<file path="config.mk">
export PLATFORM = sky130hd
export DESIGN_NAME = refsel_mux
export DESIGN_NICKNAME = d
export VERILOG_FILES = /design/src/rtl/refsel_pkg.sv /design/src/rtl/refsel_mux.sv /design/src/rtl/refsel_sync.sv /design/src/rtl/refsel_glitchfree.sv
export SDC_FILE = /design/constraint.sdc
export NUM_CORES = 1
export LEC_CHECK = 0
export ABC_AREA = 1
export ABC_CLOCK_PERIOD_IN_PS = 1600
export BUFFER_PORTS_ARGS = -buffer_cell sky130_fd_sc_hd__buf_2
export CAP_MARGIN = 20
export CORE_MARGIN = 2
export CORE_UTILIZATION = 40
export DETAILED_ROUTE_END_ITERATION = 10
export PLACE_DENSITY = 0.79
export RECOVER_POWER = 25
export SKIP_CTS_REPAIR_TIMING = 1
export SYNTH_ARGS = -nofsm -noshare
export SYNTH_HDL_FRONTEND = slang
export SYNTH_HIERARCHICAL = 1
export SYNTH_SLANG_ARGS = --single-unit
</file>
<file path="constraint.sdc">
create_clock -name core_clk_in -period 1.6 [get_ports core_clk_in]
set_input_delay 0.4 -clock core_clk_in [delete_from_list [all_inputs] [get_ports core_clk_in]]
set_output_delay 0.4 -clock core_clk_in [all_outputs]
set_load 0.01 [all_outputs]
</file>
<file path="src/rtl/refsel_pkg.sv">
// Package for the reference select and monitor multiplexer
package refsel_pkg;
   localparam logic [9:0] SWITCHOVER_CTRL_ADDR = 10'h01C;
   localparam int BIT_DEGLITCH_OFF = 7;
   localparam int BIT_SELECT_SECOND = 6;
   localparam int BIT_USE_SELECT_PIN = 5;
   localparam int BIT_AUTO_SWITCH = 4;
   localparam int BIT_STAY_SECOND = 3;
   localparam int BIT_SECOND_POWER = 2;
   localparam int BIT_FIRST_POWER = 1;
   localparam int BIT_DIFF_MODE = 0;
   localparam logic [7:0] SWITCHOVER_CTRL_RESET = 8'h00;
   localparam logic [4:0] MONITOR_SEL_RESET = 5'h00;
   localparam int SYNC_STAGES = 2;

   typedef struct packed {
      logic deglitch_off;
      logic select_second;
      logic use_select_pin;
      logic auto_switch;
      logic stay_second;
      logic second_power;
      logic first_power;
      logic diff_mode;
   } switchover_ctrl_t;

   typedef struct packed {
      logic first_good;
      logic second_good;
      logic osc_good;
      logic lock;
      logic holdover;
   } status_t;

   typedef struct packed {
      logic first_clk;
      logic second_clk;
      logic selected_clk;
      logic unselected_clk;
   } taps_t;
endpackage

</file>
<file path="src/rtl/refsel_mux.sv">
// Reference selection, switchover control and monitor pin multiplexer
// Operation
// RULE1: Toggling codes 0x11-0x14 give first, second, selected, unselected reference clocks.
// RULE2: Differential mode blanks second and unselected taps; first tap carries differential.
// RULE3: Codes 0x15, 0x16 give selected, unselected status active low.
// RULE4: Codes 0x17, 0x18 give first, second frequency status active low.
// RULE5: Code 0x1B gives oscillator status active low.
// RULE6: Codes 0x1D, 0x1E give lock and holdover active low.
// RULE7: Code 0x19 gives AND of first and second frequency status.
// RULE8: Code 0x1A gives AND of lock, selected status and oscillator status.
// RULE9: Code 0x1C is low on second reference, high on first.
// RULE10: Bit 6 picks second reference in manual register control; clear picks first.
// RULE11: Bit 5 set takes manual selection from pin instead of bit 6.
// RULE12: Software enables automatic switchover only while single-ended mode is chosen.
// RULE13: Automatic switchover powers both inputs, ignoring power bits 2 and 1.
// RULE14: Bit 3 clear reverts to first reference once its status is good.
// RULE15: Bit 3 set keeps the second reference, never reverting automatically.
// RULE16: Bit 2 powers the second input, off by default, overridden by automatic.
// RULE17: Bit 0 clear selects single-ended mode, set selects differential mode.
// RULE18: Codes with top bit clear mirror these, active high, selection polarity reversed.
// RULE19: Five-bit select field; all-ones code is reserved and drives low.
// RULE20: Deglitching prevents runt pulses on switching unless bit 7 is set.
module refsel_mux
   import refsel_pkg::*;
(
   input wire logic core_clk_in,
   input wire logic rst_in,
   input wire logic ctrl_we_in,
   input wire logic [9:0] ctrl_addr_in,
   input wire logic [7:0] ctrl_wdata_in,
   output logic [7:0] ctrl_rdata_out,
   input wire logic [4:0] monitor_sel_in,
   input wire logic first_reference_input_in,
   input wire logic second_reference_input_in,
   input wire logic differential_reference_input_in,
   input wire logic reference_select_pin_in,
   input wire logic [4:0] status_in,
   output logic reference_monitor_pin_out,
   output logic pll_ref_clk_out,
   output logic using_second_out,
   output logic first_power_out,
   output logic second_power_out
);
   switchover_ctrl_t ctrl_r;
   logic [4:0] sel_r;
   logic using_second_r;
   logic [4:0] status_sync;
   logic pin_sync;
   status_t st;
   taps_t taps;
   logic first_src;
   logic manual_second;
   logic using_second_nxt;
   logic auto_on;
   logic level_hi;
   logic mon_raw;
   logic ctrl_hit;

   refsel_sync #(.WIDTH(6)) u_sync
   (
      .core_clk_in(core_clk_in),
      .rst_in(rst_in),
      .async_in({reference_select_pin_in, status_in}),
      .sync_out({pin_sync, status_sync})
   );

   assign st = status_t'(status_sync);
   assign ctrl_hit = ctrl_we_in && (ctrl_addr_in == SWITCHOVER_CTRL_ADDR);
   assign ctrl_rdata_out = ctrl_r;

   always_ff @(posedge core_clk_in or posedge rst_in)
   begin
      if (rst_in)
      begin
         ctrl_r <= switchover_ctrl_t'(SWITCHOVER_CTRL_RESET);
         sel_r <= MONITOR_SEL_RESET;
         using_second_r <= 1'b0;
      end
      else
      begin
         if (ctrl_hit)
         begin
            ctrl_r <= switchover_ctrl_t'(ctrl_wdata_in);
         end
         sel_r <= monitor_sel_in;
         using_second_r <= using_second_nxt;
      end
   end

   // RULE17: input mode
   assign first_src = ctrl_r.diff_mode ? differential_reference_input_in
                                       : first_reference_input_in;
   // RULE12: automatic only single-ended
   assign auto_on = ctrl_r.auto_switch & ~ctrl_r.diff_mode;
   // RULE10: register selection
   // RULE11: pin selection
   assign manual_second = ctrl_r.use_select_pin ? pin_sync : ctrl_r.select_second;

   always_comb
   begin
      using_second_nxt = using_second_r;
      if (!auto_on)
      begin
         using_second_nxt = manual_second & ~ctrl_r.diff_mode;
      end
      else if (!using_second_r)
      begin
         using_second_nxt = ~st.first_good;
      end
      // RULE14: revert when good
      // RULE15: stay on second
      else if (!ctrl_r.stay_second && st.first_good)
      begin
         using_second_nxt = 1'b0;
      end
   end
   assign using_second_out = using_second_r;

   // RULE13: auto powers both
   // RULE16: second input power
   assign first_power_out = auto_on | ctrl_r.first_power;
   assign second_power_out = auto_on | ctrl_r.second_power;

   // RULE20: deglitched switch
   refsel_glitchfree u_switch
   (
      .core_clk_in(core_clk_in),
      .rst_in(rst_in),
      .first_clk_in(first_src),
      .second_clk_in(second_reference_input_in),
      .pick_second_in(using_second_r),
      .bypass_in(ctrl_r.deglitch_off),
      .ref_clk_out(pll_ref_clk_out)
   );

   // RULE1: clock taps
   // RULE2: differential blanking
   assign taps.first_clk = first_src;
   assign taps.second_clk = second_reference_input_in & ~ctrl_r.diff_mode;
   assign taps.selected_clk = pll_ref_clk_out;
   assign taps.unselected_clk = ~ctrl_r.diff_mode &
      (using_second_r ? first_reference_input_in : second_reference_input_in);

   function automatic logic status_level(input logic [3:0] code, input status_t s,
                                         input logic sec, input logic diff);
      logic sel_good;
      logic unsel_good;
      sel_good = sec ? s.second_good : s.first_good;
      unsel_good = diff ? 1'b0 : (sec ? s.first_good : s.second_good);
      case (code)
         4'h5: status_level = sel_good;
         4'h6: status_level = unsel_good;
         4'h7: status_level = s.first_good;
         4'h8: status_level = s.second_good;
         4'hB: status_level = s.osc_good;
         4'hC: status_level = sec;
         4'hD: status_level = s.lock;
         4'hE: status_level = s.holdover;
         default: status_level = 1'b0;
      endcase
   endfunction

   assign level_hi = status_level(sel_r[3:0], st, using_second_r, ctrl_r.diff_mode);

   always_comb
   begin
      case (sel_r[3:0])
         4'h0: mon_raw = sel_r[4];
         4'h1: mon_raw = taps.first_clk;
         4'h2: mon_raw = taps.second_clk;
         4'h3: mon_raw = taps.selected_clk;
         4'h4: mon_raw = taps.unselected_clk;
         // RULE7: first AND second
         4'h9: mon_raw = st.first_good & st.second_good;
         // RULE8: lock selected oscillator
         4'hA: mon_raw = st.lock & status_level(4'h5, st, using_second_r, ctrl_r.diff_mode)
                         & st.osc_good;
         // RULE19: reserved code
         4'hF: mon_raw = 1'b0;
         // RULE3: selected unselected low
         // RULE4: frequency status low
         // RULE5: oscillator status low
         // RULE6: lock holdover low
         // RULE9: inverted selection level
         // RULE18: lower codes high
         default: mon_raw = sel_r[4] ? ~level_hi : level_hi;
      endcase
   end

   assign reference_monitor_pin_out = mon_raw;
endmodule // refsel_mux

</file>
<file path="src/rtl/refsel_sync.sv">
// Two-stage synchroniser for a group of level inputs
module refsel_sync
#(
   parameter int WIDTH = 1
)
(
   input wire logic core_clk_in,
   input wire logic rst_in,
   input wire logic [WIDTH-1:0] async_in,
   output logic [WIDTH-1:0] sync_out
);
   logic [WIDTH-1:0] meta_r;

   always_ff @(posedge core_clk_in or posedge rst_in)
   begin
      if (rst_in)
      begin
         meta_r <= '0;
         sync_out <= '0;
      end
      else
      begin
         meta_r <= async_in;
         sync_out <= meta_r;
      end
   end
endmodule // refsel_sync

</file>
<file path="src/rtl/refsel_glitchfree.sv">
// Glitch-free two-input clock switch, bypassable
module refsel_glitchfree
(
   input wire logic core_clk_in,
   input wire logic rst_in,
   input wire logic first_clk_in,
   input wire logic second_clk_in,
   input wire logic pick_second_in,
   input wire logic bypass_in,
   output logic ref_clk_out
);
   logic first_en_r;
   logic second_en_r;
   logic first_low;
   logic second_low;
   assign first_low = ~first_clk_in;
   assign second_low = ~second_clk_in;

   // Enable one side only after the other has closed
   always_ff @(posedge core_clk_in or posedge rst_in)
   begin
      if (rst_in)
      begin
         first_en_r <= 1'b1;
         second_en_r <= 1'b0;
      end
      else
      begin
         first_en_r <= first_low ? (~pick_second_in & ~second_en_r) : first_en_r;
         second_en_r <= second_low ? (pick_second_in & ~first_en_r) : second_en_r;
      end
   end

   assign ref_clk_out = bypass_in ? (pick_second_in ? second_clk_in : first_clk_in)
                                  : ((first_clk_in & first_en_r) | (second_clk_in & second_en_r));
endmodule // refsel_glitchfree

</file>
-- Word level (Yosys, flattened, before mapping)
Cells that the tools add are included.
- bitwise operators: 20
- reduce and logical (&&, ||, !) cells: 4
- mux-type cells: 15
- equal/unequal tests: 16
- operators by type and width (kind ; count):
    equality test 4 bit (second input constant) ; 8
    equality test 4 x 3 -> 1 bit (second input constant) ; 4
    one-hot mux 1 bit (8 select lines) ; 2
    two-way mux 1 bit ; 13
    AND 1 bit ; 11
    equality test 10 x 5 -> 1 bit (second input constant) ; 1
    equality test 4 x 2 -> 1 bit (second input constant) ; 2
    inverter 1 bit ; 6
    equality test 4 x 1 -> 1 bit (second input constant) ; 1
    logical NOT 4 bit ; 1
    OR 1 bit ; 3
    logical AND 1 bit ; 2
    logical NOT 1 bit ; 1
- bits of input ports: 35
- bits in registers: 28

-- Logic depth before layout (Yosys ltp)
Gate-level depths: netlist of the first run.
- depth after elaboration: 6
- mapped depth: 12

-- Modules after synthesis
The synthesis of the first run kept the hierarchy.
- by module, submodules not included (module ; times used ; area each (µm²) ; seq. area each (µm²) ; cells an instance):
    refsel_mux ; 1 ; 892.1 ; 350.3 ; 124
    refsel_sync ; 1 ; 304.0 ; 300.3 ; 13
    refsel_glitchfree ; 1 ; 113.9 ; 51.3 ; 17

-- Worst setup path before layout of the first run
No wires, ideal clock.
- path type: reg-to-output
- start point: register ctrl_r (netlist bit ctrl_rdata_out[0])
- end point: output port reference_monitor_pin_out
- slack: -0.181 ns
- buffers on the path: 0
- data arrival time: 1.381 ns
- cell stages (with the launch flop): 12
- path through: dfrtp_1 > o21a_1 > inv_1 > nand2_1 > nand2_1 > nand2_1 > nand2_1 > nand2_1 > a21oi_1 > nand3b_1 > nor2_1 > nand2_1
- cells in the longest elaborated chain, start to end: 5
- RTL lines (element ; line ; RTL):
    from (decl) ; refsel_mux.sv:44 ; switchover_ctrl_t ctrl_r;
    from (signal assigned) ; refsel_mux.sv:75 ; ctrl_r <= switchover_ctrl_t'(SWITCHOVER_CTRL_RESET);
    from (signal assigned) ; refsel_mux.sv:83 ; ctrl_r <= switchover_ctrl_t'(ctrl_wdata_in);
    two-way mux 1 bit * ; refsel_mux.sv:91 ; assign first_src = ctrl_r.diff_mode ? differential_reference_input_in
    named net first_src ; refsel_mux.sv:51 ; logic first_src;
    AND 1 bit ; refsel_glitchfree.sv:35 ; : ((first_clk_in & first_en_r) | (second_clk_in & second_en_r));
    OR 1 bit ; refsel_glitchfree.sv:35 ;
    two-way mux 1 bit * ; refsel_glitchfree.sv:34 ; assign ref_clk_out = bypass_in ? (pick_second_in ? second_clk_in : first_clk_in)
    named net pll_ref_clk_out ; refsel_mux.sv:39 ; output logic pll_ref_clk_out,
    one-hot mux 1 bit (8 select lines) * ; refsel_mux.sv:167 ; case (sel_r[3:0])
    to (decl) ; refsel_mux.sv:38 ; output logic reference_monitor_pin_out,
Mark *: on every way through the listed nets, which the timed path passes. The rest lies on a longest branch.

-- Worst setup path after layout of the first run
- start point: register ctrl_r (netlist bit ctrl_rdata_out[0])
- end point: output port reference_monitor_pin_out
- cells in the longest elaborated chain, start to end: 5
- RTL lines (element ; line):
    two-way mux 1 bit * ; refsel_mux.sv:91
    named net first_src ; refsel_mux.sv:51
    AND 1 bit ; refsel_glitchfree.sv:35
    OR 1 bit ; refsel_glitchfree.sv:35
    two-way mux 1 bit ; refsel_glitchfree.sv:34
    one-hot mux 1 bit (8 select lines) * ; refsel_mux.sv:167
Marks and branches as above.

==> results by group, run 1 <==
Outcome
  – Status: finished, violations left
  – Violated checks: setup timing

Power
  – Gate power share: 0.134
  – Worst VDD drop: 0.0006724 V
  – Clock network fraction of total power: 0.318
  – Seq pwr share: 0.548
  – Switch share: 0.2186
  – Leak pwr: 1.006 nW
  – NetSw: 0.3022 mW
  – Pint: 1.081 mW
  – Pwr Total: 1.383 mW
  – Power density cells: 771.3 nW/um^2

Clock network
  – Cts bufs inserted: 3
  – Root Driver: clkbuf_4
  – Sink Count: 28
  – CTS tree: yes
  – H-tree levels: 1
  – Latest clock arrival within the worst-skew pair: 0.31 ns
  – Clock slew at reported path FFs: 0.14 ns
  – CTS Buffer Depth: 2

STA
  – Final hold viol count: 0
  – Final Critical Period: 2.177 ns
  – Worst-Margin Slew: 0.4247 ns
  – Fin Setup TNS: -0.8705 ns
  – Final setup viols: 3
  – Highest clock rate: 459.4 MHz
  – Final worst path period share: 1.360
  – RSZ-0062 raised after global routing: yes
  – Worst hold margin: 0.1810 ns
  – Slew headroom: 0.7166
  – Clk_skew: 0.0008269 ns
  – Final WS setup: -0.5767 ns
  – Slew Viols, Final: 0

Synth
  – Synth Area in Compound Gates: 0.09933
  – Main flop type after synthesis: dfrtp_1
  – Mean Syn Cell Area: 8.507 sq um
  – Count of state elements after synthesis: 28
  – Count leader, synth: nand2_1
  – Largest family of logic cells by synthesized area: simple AND/OR/NAND/NOR gates
  – Post-Synth Adder-Cell Area: 0
  – Synth top area cells: dfrtp_1 52%, nand2_1 12%, inv_1 8.3%
  – Synth warnings: 6
  – Mapped Area: 1310 sq um
  – Synthesized Nets: 189
  – Seq/Total Area, Yosys: 0.5358
  – Leading area contributor after synthesis: dfrtp_1
  – Most common library cells after synthesis: 43 x nand2_1, 29 x inv_1, 27 x dfrtp_1
  – Post-synth EDFFs: 0
  – Share of the synthesized area in the top cell type: 0.5158
  – Cells after synthesis: 154
  – XOR/XNOR Fraction of Synth Area: 0.006686
  – Post-synth ARST share: 1.000
  – Netlist cell types: 26
  – Synth Area in Simple Gates: 0.2493
  – Mux cell area share after synthesis: 0.007641

Worst setup path
  – CP Launch Type: flop
  – RR Endpoint: u_switch/first_en_r
  – R2R Setup Slk: 0.47 ns
  – Critical Path Fanout Max: 3
  – CP Class: reg2out
  – Reg2Reg Depth: 7
  – Worst path required time: 1.20 ns
  – Critical Path AT: 1.78 ns
  – RR Startpoint: ctrl_rdata_out[0]
  – CP Capture Type: primary output

Floorplanning
  – Row Count: 20
  – Die Height: 61.23 um
  – Full die area: 3749 sq um
  – Die width: 61.23 um
  – Initial Utilization: 0.4256
  – Core ar.: 3078 sq um
  – # IOs: 48

Final layout
  – Area grow syn2layout: 36.87%
  – Post-Route Utilization: 0.5825
  – Nets: 254
  – Share of cells above drive strength 1: 0.4450
  – Layout Cells excl Fill: 262
  – Final Cell Area: 1793 sq um
  – N_diodes: 0

Min path
  – Hold crit path type: in2reg
  – Hold Path Depth: 1
  – Hold Crit Start: status_in[2]
  – WHS Endpoint: u_sync/meta_r[2]

Global route
  – Largest net degree at the start of global routing: 17
  – First-pass GRT wire length: 4657 um
  – Congestion Overflow GR: 0
  – GRT Util Overall: 0.1633
  – Via count of the first global-routing pass: 1109
  – Initial antenna violation count: 0

Drt
  – WL/cell: 10.06 um
  – 1st-iter DRT viols: 61
  – Post-route DRC violation count: 0
  – Vias/cell: 4.427
  – Router iterations before antenna repair: 4
  – Via count: 1160
  – Antenna-violating nets left: 0
  – Wirelength, routed: 2635 um

Placed design
  – Placed Cells: 256
  – Pre-CTS WS: -0.2815 ns
  – GP Congestion: 0.8500
  – Placed Area: 1690 sq um
  – DP HPWL: 2072 um
  – Port bufs: 47

Flow run
  – Max-Cap Viols: 0
[per-layer routing]
metal,vias up,share of wire,track usage
met5,-,0,0
met4,0,0,0.02795
met3,0,0.041,0.02731
met2,28,0.50,0.2812
met1,529,0.46,0.2210
li1,603,-,-
[worst max path at each step]
stage                        startpoint                        end  slack, ns
2_1_floorplan         ctrl_rdata_out[0]  reference_monitor_pin_out      -0.12
3_3_place_gp   first_reference_input_in  reference_monitor_pin_out      -0.26
3_5_place_dp   first_reference_input_in  reference_monitor_pin_out      -0.28
4_1_cts               ctrl_rdata_out[0]  reference_monitor_pin_out      -0.55
5_1_grt               ctrl_rdata_out[0]  reference_monitor_pin_out      -0.75
6_report              ctrl_rdata_out[0]  reference_monitor_pin_out      -0.58
[cell usage in the layout, fill, tap and decap left out]
| cell type | instances |
|---|---|
| nor4_2 | 1 |
| a31oi_1 | 1 |
| nand3_1 | 8 |
| clkbuf_4 | 3 |
| o21a_1 | 1 |
| mux2i_1 | 1 |
| o22ai_1 | 1 |
| dlygate4sd3_1 | 1 |
| nand2_2 | 10 |
| nand2_1 | 36 |
| nand3b_1 | 1 |
| dfrtp_2 | 2 |
| nor3_1 | 3 |
| buf_6 | 2 |
| a21oi_2 | 1 |
| nor2_2 | 2 |
| o21ai_2 | 8 |
| nor2_1 | 6 |
| dfstp_2 | 1 |
| o21ai_0 | 3 |
| bufinv_16 | 1 |
| a21oi_1 | 1 |
| nand4_1 | 2 |
| buf_4 | 14 |
| dfrtp_1 | 25 |
| nand4_2 | 1 |
| or2_2 | 1 |
| nand3_2 | 1 |
| o21ai_1 | 3 |
| inv_2 | 4 |
| xnor2_1 | 1 |
| buf_2 | 45 |
| inv_1 | 27 |
[layout make-up]
class / instances / area (sq um)
inverters: 31 / 116.4
flip-flops and latches: 28 / 704.4
clock inverters: 1 / 30.03
well taps: 44 / 55.05
repair buffers: 62 / 362.8
multi-input cells: 93 / 501.7
clock buffers: 3 / 22.52
fillers: 290 / 1285
[cells by family (layout without fill, tap and decap cells)]
| logic type | count (synthesis) | count (layout) |
|---|---|---|
| AND/OR/NAND/NOR | 72 | 72 |
| AO/OA/AOI/OAI | 19 | 19 |
| multiplexers | 1 | 1 |
| buffers and inverters | 33 | 97 |
| flip-flops | 28 | 28 |
| XOR/XNOR | 1 | 1 |
[power groups by stage]
| stage | Clock [mW] | Sequential (mW) | Combinational, mW |
|---|---|---|---|
| after floorplan | 0 | 0.765 | 0.0871 |
| after global placement | 0 | 0.769 | 0.170 |
| after detailed placement | 0 | 0.771 | 0.173 |
| after CTS | 0.453 | 0.757 | 0.174 |
| after global routing | 0.479 | 0.762 | 0.212 |
| final | 0.440 | 0.758 | 0.185 |
[state kept, by name, indices dropped and copies added, names as in the netlist]
signal,flops
u_sync/meta_r,6
using_second_out,1
u_switch/first_en_r,1
ctrl_rdata_out,8
u_sync/sync_out,6
sel_r,5
u_switch/second_en_r,1
[critical path, cell delays in order, from the launching register on]
cell and delay (ns):
dfrtp_2 0.44, nand2_1 0.07, o21a_1 0.15, inv_2 0.05, nand2_2 0.06, nand2_2 0.05
nand2_2 0.06, nand2_2 0.06, nand2_2 0.06, a21oi_2 0.04, nand3b_1 0.14, nor2_1 0.10
nand2_1 0.05, buf_2 0.13
No activity file was read; power rests on OpenSTA's default activity.
==> inputs of run 2 (changes only) <==
GPL_TIMING_DRIVEN = 0   (was default)
==> run 2 against run 1 <==
The run still ends with setup timing left. Combinational power shrank 6%. Critical path depth is the same. Sequential share of layout area grew 1.6 points. Sequential cell count is the same. Via count shrank 1.6%. Non-clock buffer count shrank 8. Count of clock-buffer cells in the layout is the same. Power shrank 0.50%. Sequential power is essentially flat. Critical endpoint unchanged.
==> results by group, run 2 (synthesized netlist as in run 1, its figures left out) <==
Outcome
  – Status: finished, violations left
  – Violated checks: setup timing

Power
  – Worst VDD drop: 0.0006449 V
  – NetSw: 0.3036 mW
  – Switch share: 0.2207
  – Gate power share: 0.126
  – Pint: 1.072 mW
  – Seq pwr share: 0.548
  – Power density cells: 800.4 nW/um^2
  – Leak pwr: 0.9695 nW
  – Clock network fraction of total power: 0.325

Placed design
  – Placed Cells: 245
  – Port bufs: 47
  – GP Congestion: 0.8744
  – DP HPWL: 1989 um

STA
  – Fin Setup TNS: -0.9900 ns
  – Slew headroom: 0.6322
  – Highest clock rate: 445.4 MHz
  – Slew Viols, Final: 0
  – Final setup viols: 2
  – Clk_skew: 0.001932 ns
  – Worst-Margin Slew: 0.5511 ns
  – RSZ-0062 raised after global routing: yes
  – Final worst path period share: 1.403
  – Final hold viol count: 0
  – Final Critical Period: 2.245 ns
  – Final WS setup: -0.6451 ns

Global route
  – Congestion Overflow GR: 0
  – GRT Util Overall: 0.1559
  – Via count of the first global-routing pass: 1035
  – Largest net degree at the start of global routing: 17
  – Initial antenna violation count: 0
  – First-pass GRT wire length: 4291 um

Final layout
  – Layout Cells excl Fill: 254
  – Multi-input gate area: 488.0 sq um
  – Fillers: 306
  – Nets: 246
  – Max FFs per register: 8
  – N_diodes: 0
  – Area grow syn2layout: 31.23%
  – Most frequent cells in the layout: 46 x buf_2, 40 x nand2_1, 27 x inv_1, 26 x dfrtp_1
  – Share of cells above drive strength 1: 0.3952
  – Commonest non-fill, non-tap cell in the layout: buf_2
  – Sequential cell area: 703.2 sq um

Worst setup path
  – RR Endpoint: u_switch/first_en_r
  – Slowest stage delay, CP: 0.47 ns
  – Critical Path AT: 1.85 ns
  – RR Startpoint: ctrl_rdata_out[0]
  – R2R Setup Slk: 0.55 ns
  – WP buf/inv: 2
  – CP Capture Type: primary output
  – Critical-path top delay cell: dfrtp_2
  – Critical Path Fanout Max: 6
  – Reg2Reg Depth: 5
  – Worst path most repeated cell: nand2_1
  – CP Launch Type: flop
  – CP Cell Sequence: nand2_1, o21a_1, inv_2, nand2_2, nand2_1, nand2_1, nand2_2, nand2_1, a21oi_1, nand3b_1, nor2_1, nand2_1, buf_6
  – CP Class: reg2out
  – Worst path required time: 1.20 ns
  – Delay-heaviest family, CP: simple AND/OR/NAND/NOR gates

Clock network
  – Latest clock arrival within the worst-skew pair: 0.32 ns
  – Sink Count: 28
  – Cts bufs inserted: 3
  – Clock slew at reported path FFs: 0.14 ns
  – CTS tree: yes
  – H-tree levels: 1
  – CTS Buffer Depth: 2
  – Root Driver: clkbuf_4

Floorplanning
  – Row Count: 20
  – Core ar.: 3078 sq um
  – Die Height: 61.23 um
  – # IOs: 48
  – Full die area: 3749 sq um
  – Initial Utilization: 0.4256
  – Die width: 61.23 um

Min path
  – Hold crit path type: in2reg
  – Hold Path Depth: 1
  – Hold Crit Start: monitor_sel_in[0]
  – WHS Endpoint: sel_r[0]

Drt
  – Vias/cell: 4.492
  – Antenna-violating nets left: 0
  – Post-route DRC violation count: 0
  – Router iterations before antenna repair: 4
  – Wirelength, routed: 2521 um
  – 1st-iter DRT viols: 43
  – WL/cell: 9.925 um
  – Via count: 1141

Flow run
  – Max-Cap Viols: 0
## run 2: cell count changes in the layout (fill, tap and decap cells not counted)
| cell | change |
|---|---|
| buf_4 | -10 |
| nand2_1 | +4 |
| nand2_2 | -4 |
| a21oi_1 | +1 |
| a21oi_2 | -1 |
| buf_2 | +1 |
| buf_6 | +1 |
| dfrtp_1 | +1 |
| dfrtp_2 | -1 |
## run 2: final cells by class
class,instances,area share
flip-flops and latches,28,0.4090
multi-input cells,93,0.2838
repair buffers,52,0.1674
inverters,31,0.06769
well taps,44,0.03202
clock inverters,1,0.01747
clock buffers,3,0.01310
plain buffers,2,0.009461
## run 2: power groups by stage
stage	clock [mW]	combinational (mW)	sequential, mW
after floorplan	0	0.0871	0.765
after global placement	0	0.154	0.767
after detailed placement	0	0.157	0.768
after CTS	0.463	0.158	0.754
after global routing	0.494	0.200	0.759
final	0.448	0.174	0.755
## run 2: worst max path at each step
stage / from / end / slack (ns) / depth (start not counted)
6_report: ctrl_rdata_out[0] / reference_monitor_pin_out / -0.65 / 13
5_1_grt: ctrl_rdata_out[0] / reference_monitor_pin_out / -0.84 / 13
4_1_cts: ctrl_rdata_out[0] / reference_monitor_pin_out / -0.66 / 13
3_5_place_dp: first_reference_input_in / reference_monitor_pin_out / -0.33 / 14
3_3_place_gp: first_reference_input_in / reference_monitor_pin_out / -0.31 / 14
2_1_floorplan: ctrl_rdata_out[0] / reference_monitor_pin_out / -0.12 / 12
## run 2: routing by layer
metal	GRT usage	routed length [um]
met2	0.2644	1274
met5	0	0
met3	0.02521	106
met1	0.1981	1120
met4	0.06522	20
## run 2: worst register-to-register path: stages (launching register included)
cell and delay [ns]:
dfrtp_2 0.47, o21a_1 0.20, inv_2 0.07, nand2_2 0.06, buf_4 0.12, o21ai_1 0.07
## run 2: per-stage QoR
stage	utilization	hold WS, ns	setup WS, ns	power, mW	cell area (sq um)
2_1_floorplan	-	0.1405	-0.1169	0.8525	1319
3_3_place_gp	0.5228	0.2744	-0.3055	0.9205	1609
3_5_place_dp	0.5228	0.2857	-0.3274	0.9249	1609
4_1_cts	0.5398	-0.08159	-0.6615	1.375	1662
5_1_grt	0.5585	0.1397	-0.8351	1.453	1719
6_report	0.5585	0.1696	-0.6451	1.376	1719
==> inputs of run 3 (changes only) <==
CTS_BUF_LIST = sky130_fd_sc_hd__clkbuf_8   (was default)
==> run 3 against run 2 <==
The run still ends with setup timing left. Worst hold slack better by 0.053 ns. First-iteration DRC count is 30% lower. Wire length is 0.71% lower. Global-route usage is 0.35 points lower. Die area stayed put. Sequential share of layout area is 0.38 points lower. Critical endpoint unchanged. Largest cell class unchanged. Highest routed layer unchanged.
==> results by group, run 3 (synthesized netlist as in run 1, its figures left out) <==
Outcome
  – Status: finished, violations left
  – Violated checks: setup timing

Final layout
  – Post-Route Utilization: 0.5638
  – Area grow syn2layout: 32.47%
  – Commonest non-fill, non-tap cell in the layout: buf_2
  – Most frequent cells in the layout: 46 x buf_2, 41 x nand2_1, 27 x inv_1, 26 x dfrtp_1
  – Share of cells above drive strength 1: 0.3905
  – N_diodes: 0
  – Layout Cells excl Fill: 254
  – Max FFs per register: 8
  – Final Cell Area: 1735 sq um
  – Nets: 246

STA
  – Slew headroom: 0.6352
  – Final setup viols: 2
  – Highest clock rate: 459.0 MHz
  – Clk_skew: 0.002609 ns
  – Worst-Margin Slew: 0.5466 ns
  – Final worst path period share: 1.362
  – RSZ-0062 raised after global routing: yes
  – Slew Viols, Final: 0
  – Final Critical Period: 2.179 ns
  – Final hold viol count: 0
  – Final WS setup: -0.5788 ns

Placed design
  – DP HPWL: 1989 um
  – GP Congestion: 0.8744
  – Placed Area: 1609 sq um
  – Port bufs: 47
  – Placed Cells: 245

Clock network
  – H-tree levels: 1
  – Root Driver: clkbuf_8
  – Sink Count: 28
  – CTS Buffer Depth: 2
  – Latest clock arrival within the worst-skew pair: 0.27 ns
  – CTS tree: yes
  – Clock slew at reported path FFs: 0.09 ns
  – Cts bufs inserted: 3

Worst setup path
  – CP Capture Type: primary output
  – Worst path most repeated cell: nand2_1
  – Critical Path Fanout Max: 6
  – Critical-path top delay cell: dfrtp_2
  – Critical Path AT: 1.78 ns
  – CP Class: reg2out
  – Slowest stage delay, CP: 0.45 ns
  – CP Cell Sequence: nand2_1, o21a_1, inv_2, nand2_2, nand2_1, nand2_1, nand2_2, nand2_1, a21oi_1, nand3b_1, nor2_1, nand2_1, buf_6
  – Worst path required time: 1.20 ns
  – CP Launch Type: flop

Global route
  – Largest net degree at the start of global routing: 17
  – First-pass GRT wire length: 4243 um
  – Congestion Overflow GR: 0
  – GRT Util Overall: 0.1523
  – Initial antenna violation count: 0
  – Via count of the first global-routing pass: 1021

Flow run
  – Max-Cap Viols: 0

Power
  – Worst VDD drop: 0.0005520 V
  – Power density cells: 847.6 nW/um^2
  – Leak pwr: 0.9769 nW

Drt
  – WL/cell: 9.854 um
  – Vias/cell: 4.465
  – Antenna-violating nets left: 0
  – Post-route DRC violation count: 0
  – Router iterations before antenna repair: 4
  – Via count: 1134
  – 1st-iter DRT viols: 30
  – Wirelength, routed: 2503 um

Floorplanning
  – Core ar.: 3078 sq um
  – Die Height: 61.23 um
  – Initial Utilization: 0.4256
  – Full die area: 3749 sq um
  – # IOs: 48
  – Die width: 61.23 um
  – Row Count: 20

Min path
  – Hold crit path type: in2reg
## run 3: cell counts in the layout (fill, tap and decap cells not counted)
No cell type changed its count.
## run 3: critical path, delay by kind of cell, from the launching register on
family,cells,cell delay (ns)
compound gates,2,0.19
buf+inv,2,0.17
flops,1,0.45
simple gates,9,0.68
## run 3: routing by layer
layer / global-route usage / wire length, um
met5: 0 / 0
met4: 0.04658 / 29
met3: 0.02521 / 100
met2: 0.2614 / 1246
met1: 0.1981 / 1127
## run 3: path summary, 6_finish.rpt
kind	start	end	slack (ns)	depth (start not counted)
worst max-delay path	ctrl_rdata_out[0]	reference_monitor_pin_out	-0.58	13
worst min-delay path	monitor_sel_in[2]	sel_r[2]	0.22	1
worst max register to register	ctrl_rdata_out[0]	u_switch/first_en_r	0.56	5
worst min register to register	u_sync/meta_r[0]	u_sync/sync_out[0]	0.36	0
max in group asynchronous	rst_in	ctrl_rdata_out[0]	0.45	3
min in group asynchronous	rst_in	u_switch/second_en_r	0.56	3
## run 3: metrics by stage
stage	worst slack [ns]	hold slack [ns]	power [mW]	setup TNS, ns
final	-0.5788	0.2228	1.471	-0.8574
after global routing	-0.7542	0.2092	1.545	-1.112
after CTS	-0.5896	-0.01338	1.470	-0.7878
after detailed placement	-0.3274	0.2857	0.9249	-0.3274
after global placement	-0.3055	0.2744	0.9205	-0.3055
after floorplan	-0.1169	0.1405	0.8525	-0.1169
## run 3: report_power, final
group	internal, mW	total (mW)	switching [mW]
Clock	0.335	0.543	0.208
Sequential	0.736	0.754	0.0182
Combinational	0.0826	0.174	0.0910
Total	1.15	1.47	0.317
## run 3: final cells by class
| class | instances | area, sq um |
|---|---|---|
| timing repair buffer | 52 | 287.8 |
| sequential | 28 | 703.2 |
| clock inverter | 1 | 30.03 |
| multi-input combinational | 93 | 485.5 |
| buffer | 2 | 16.27 |
| inverter | 31 | 116.4 |
| clock buffer | 3 | 41.29 |
| tap | 44 | 55.05 |
| fill | 304 | 1343 |
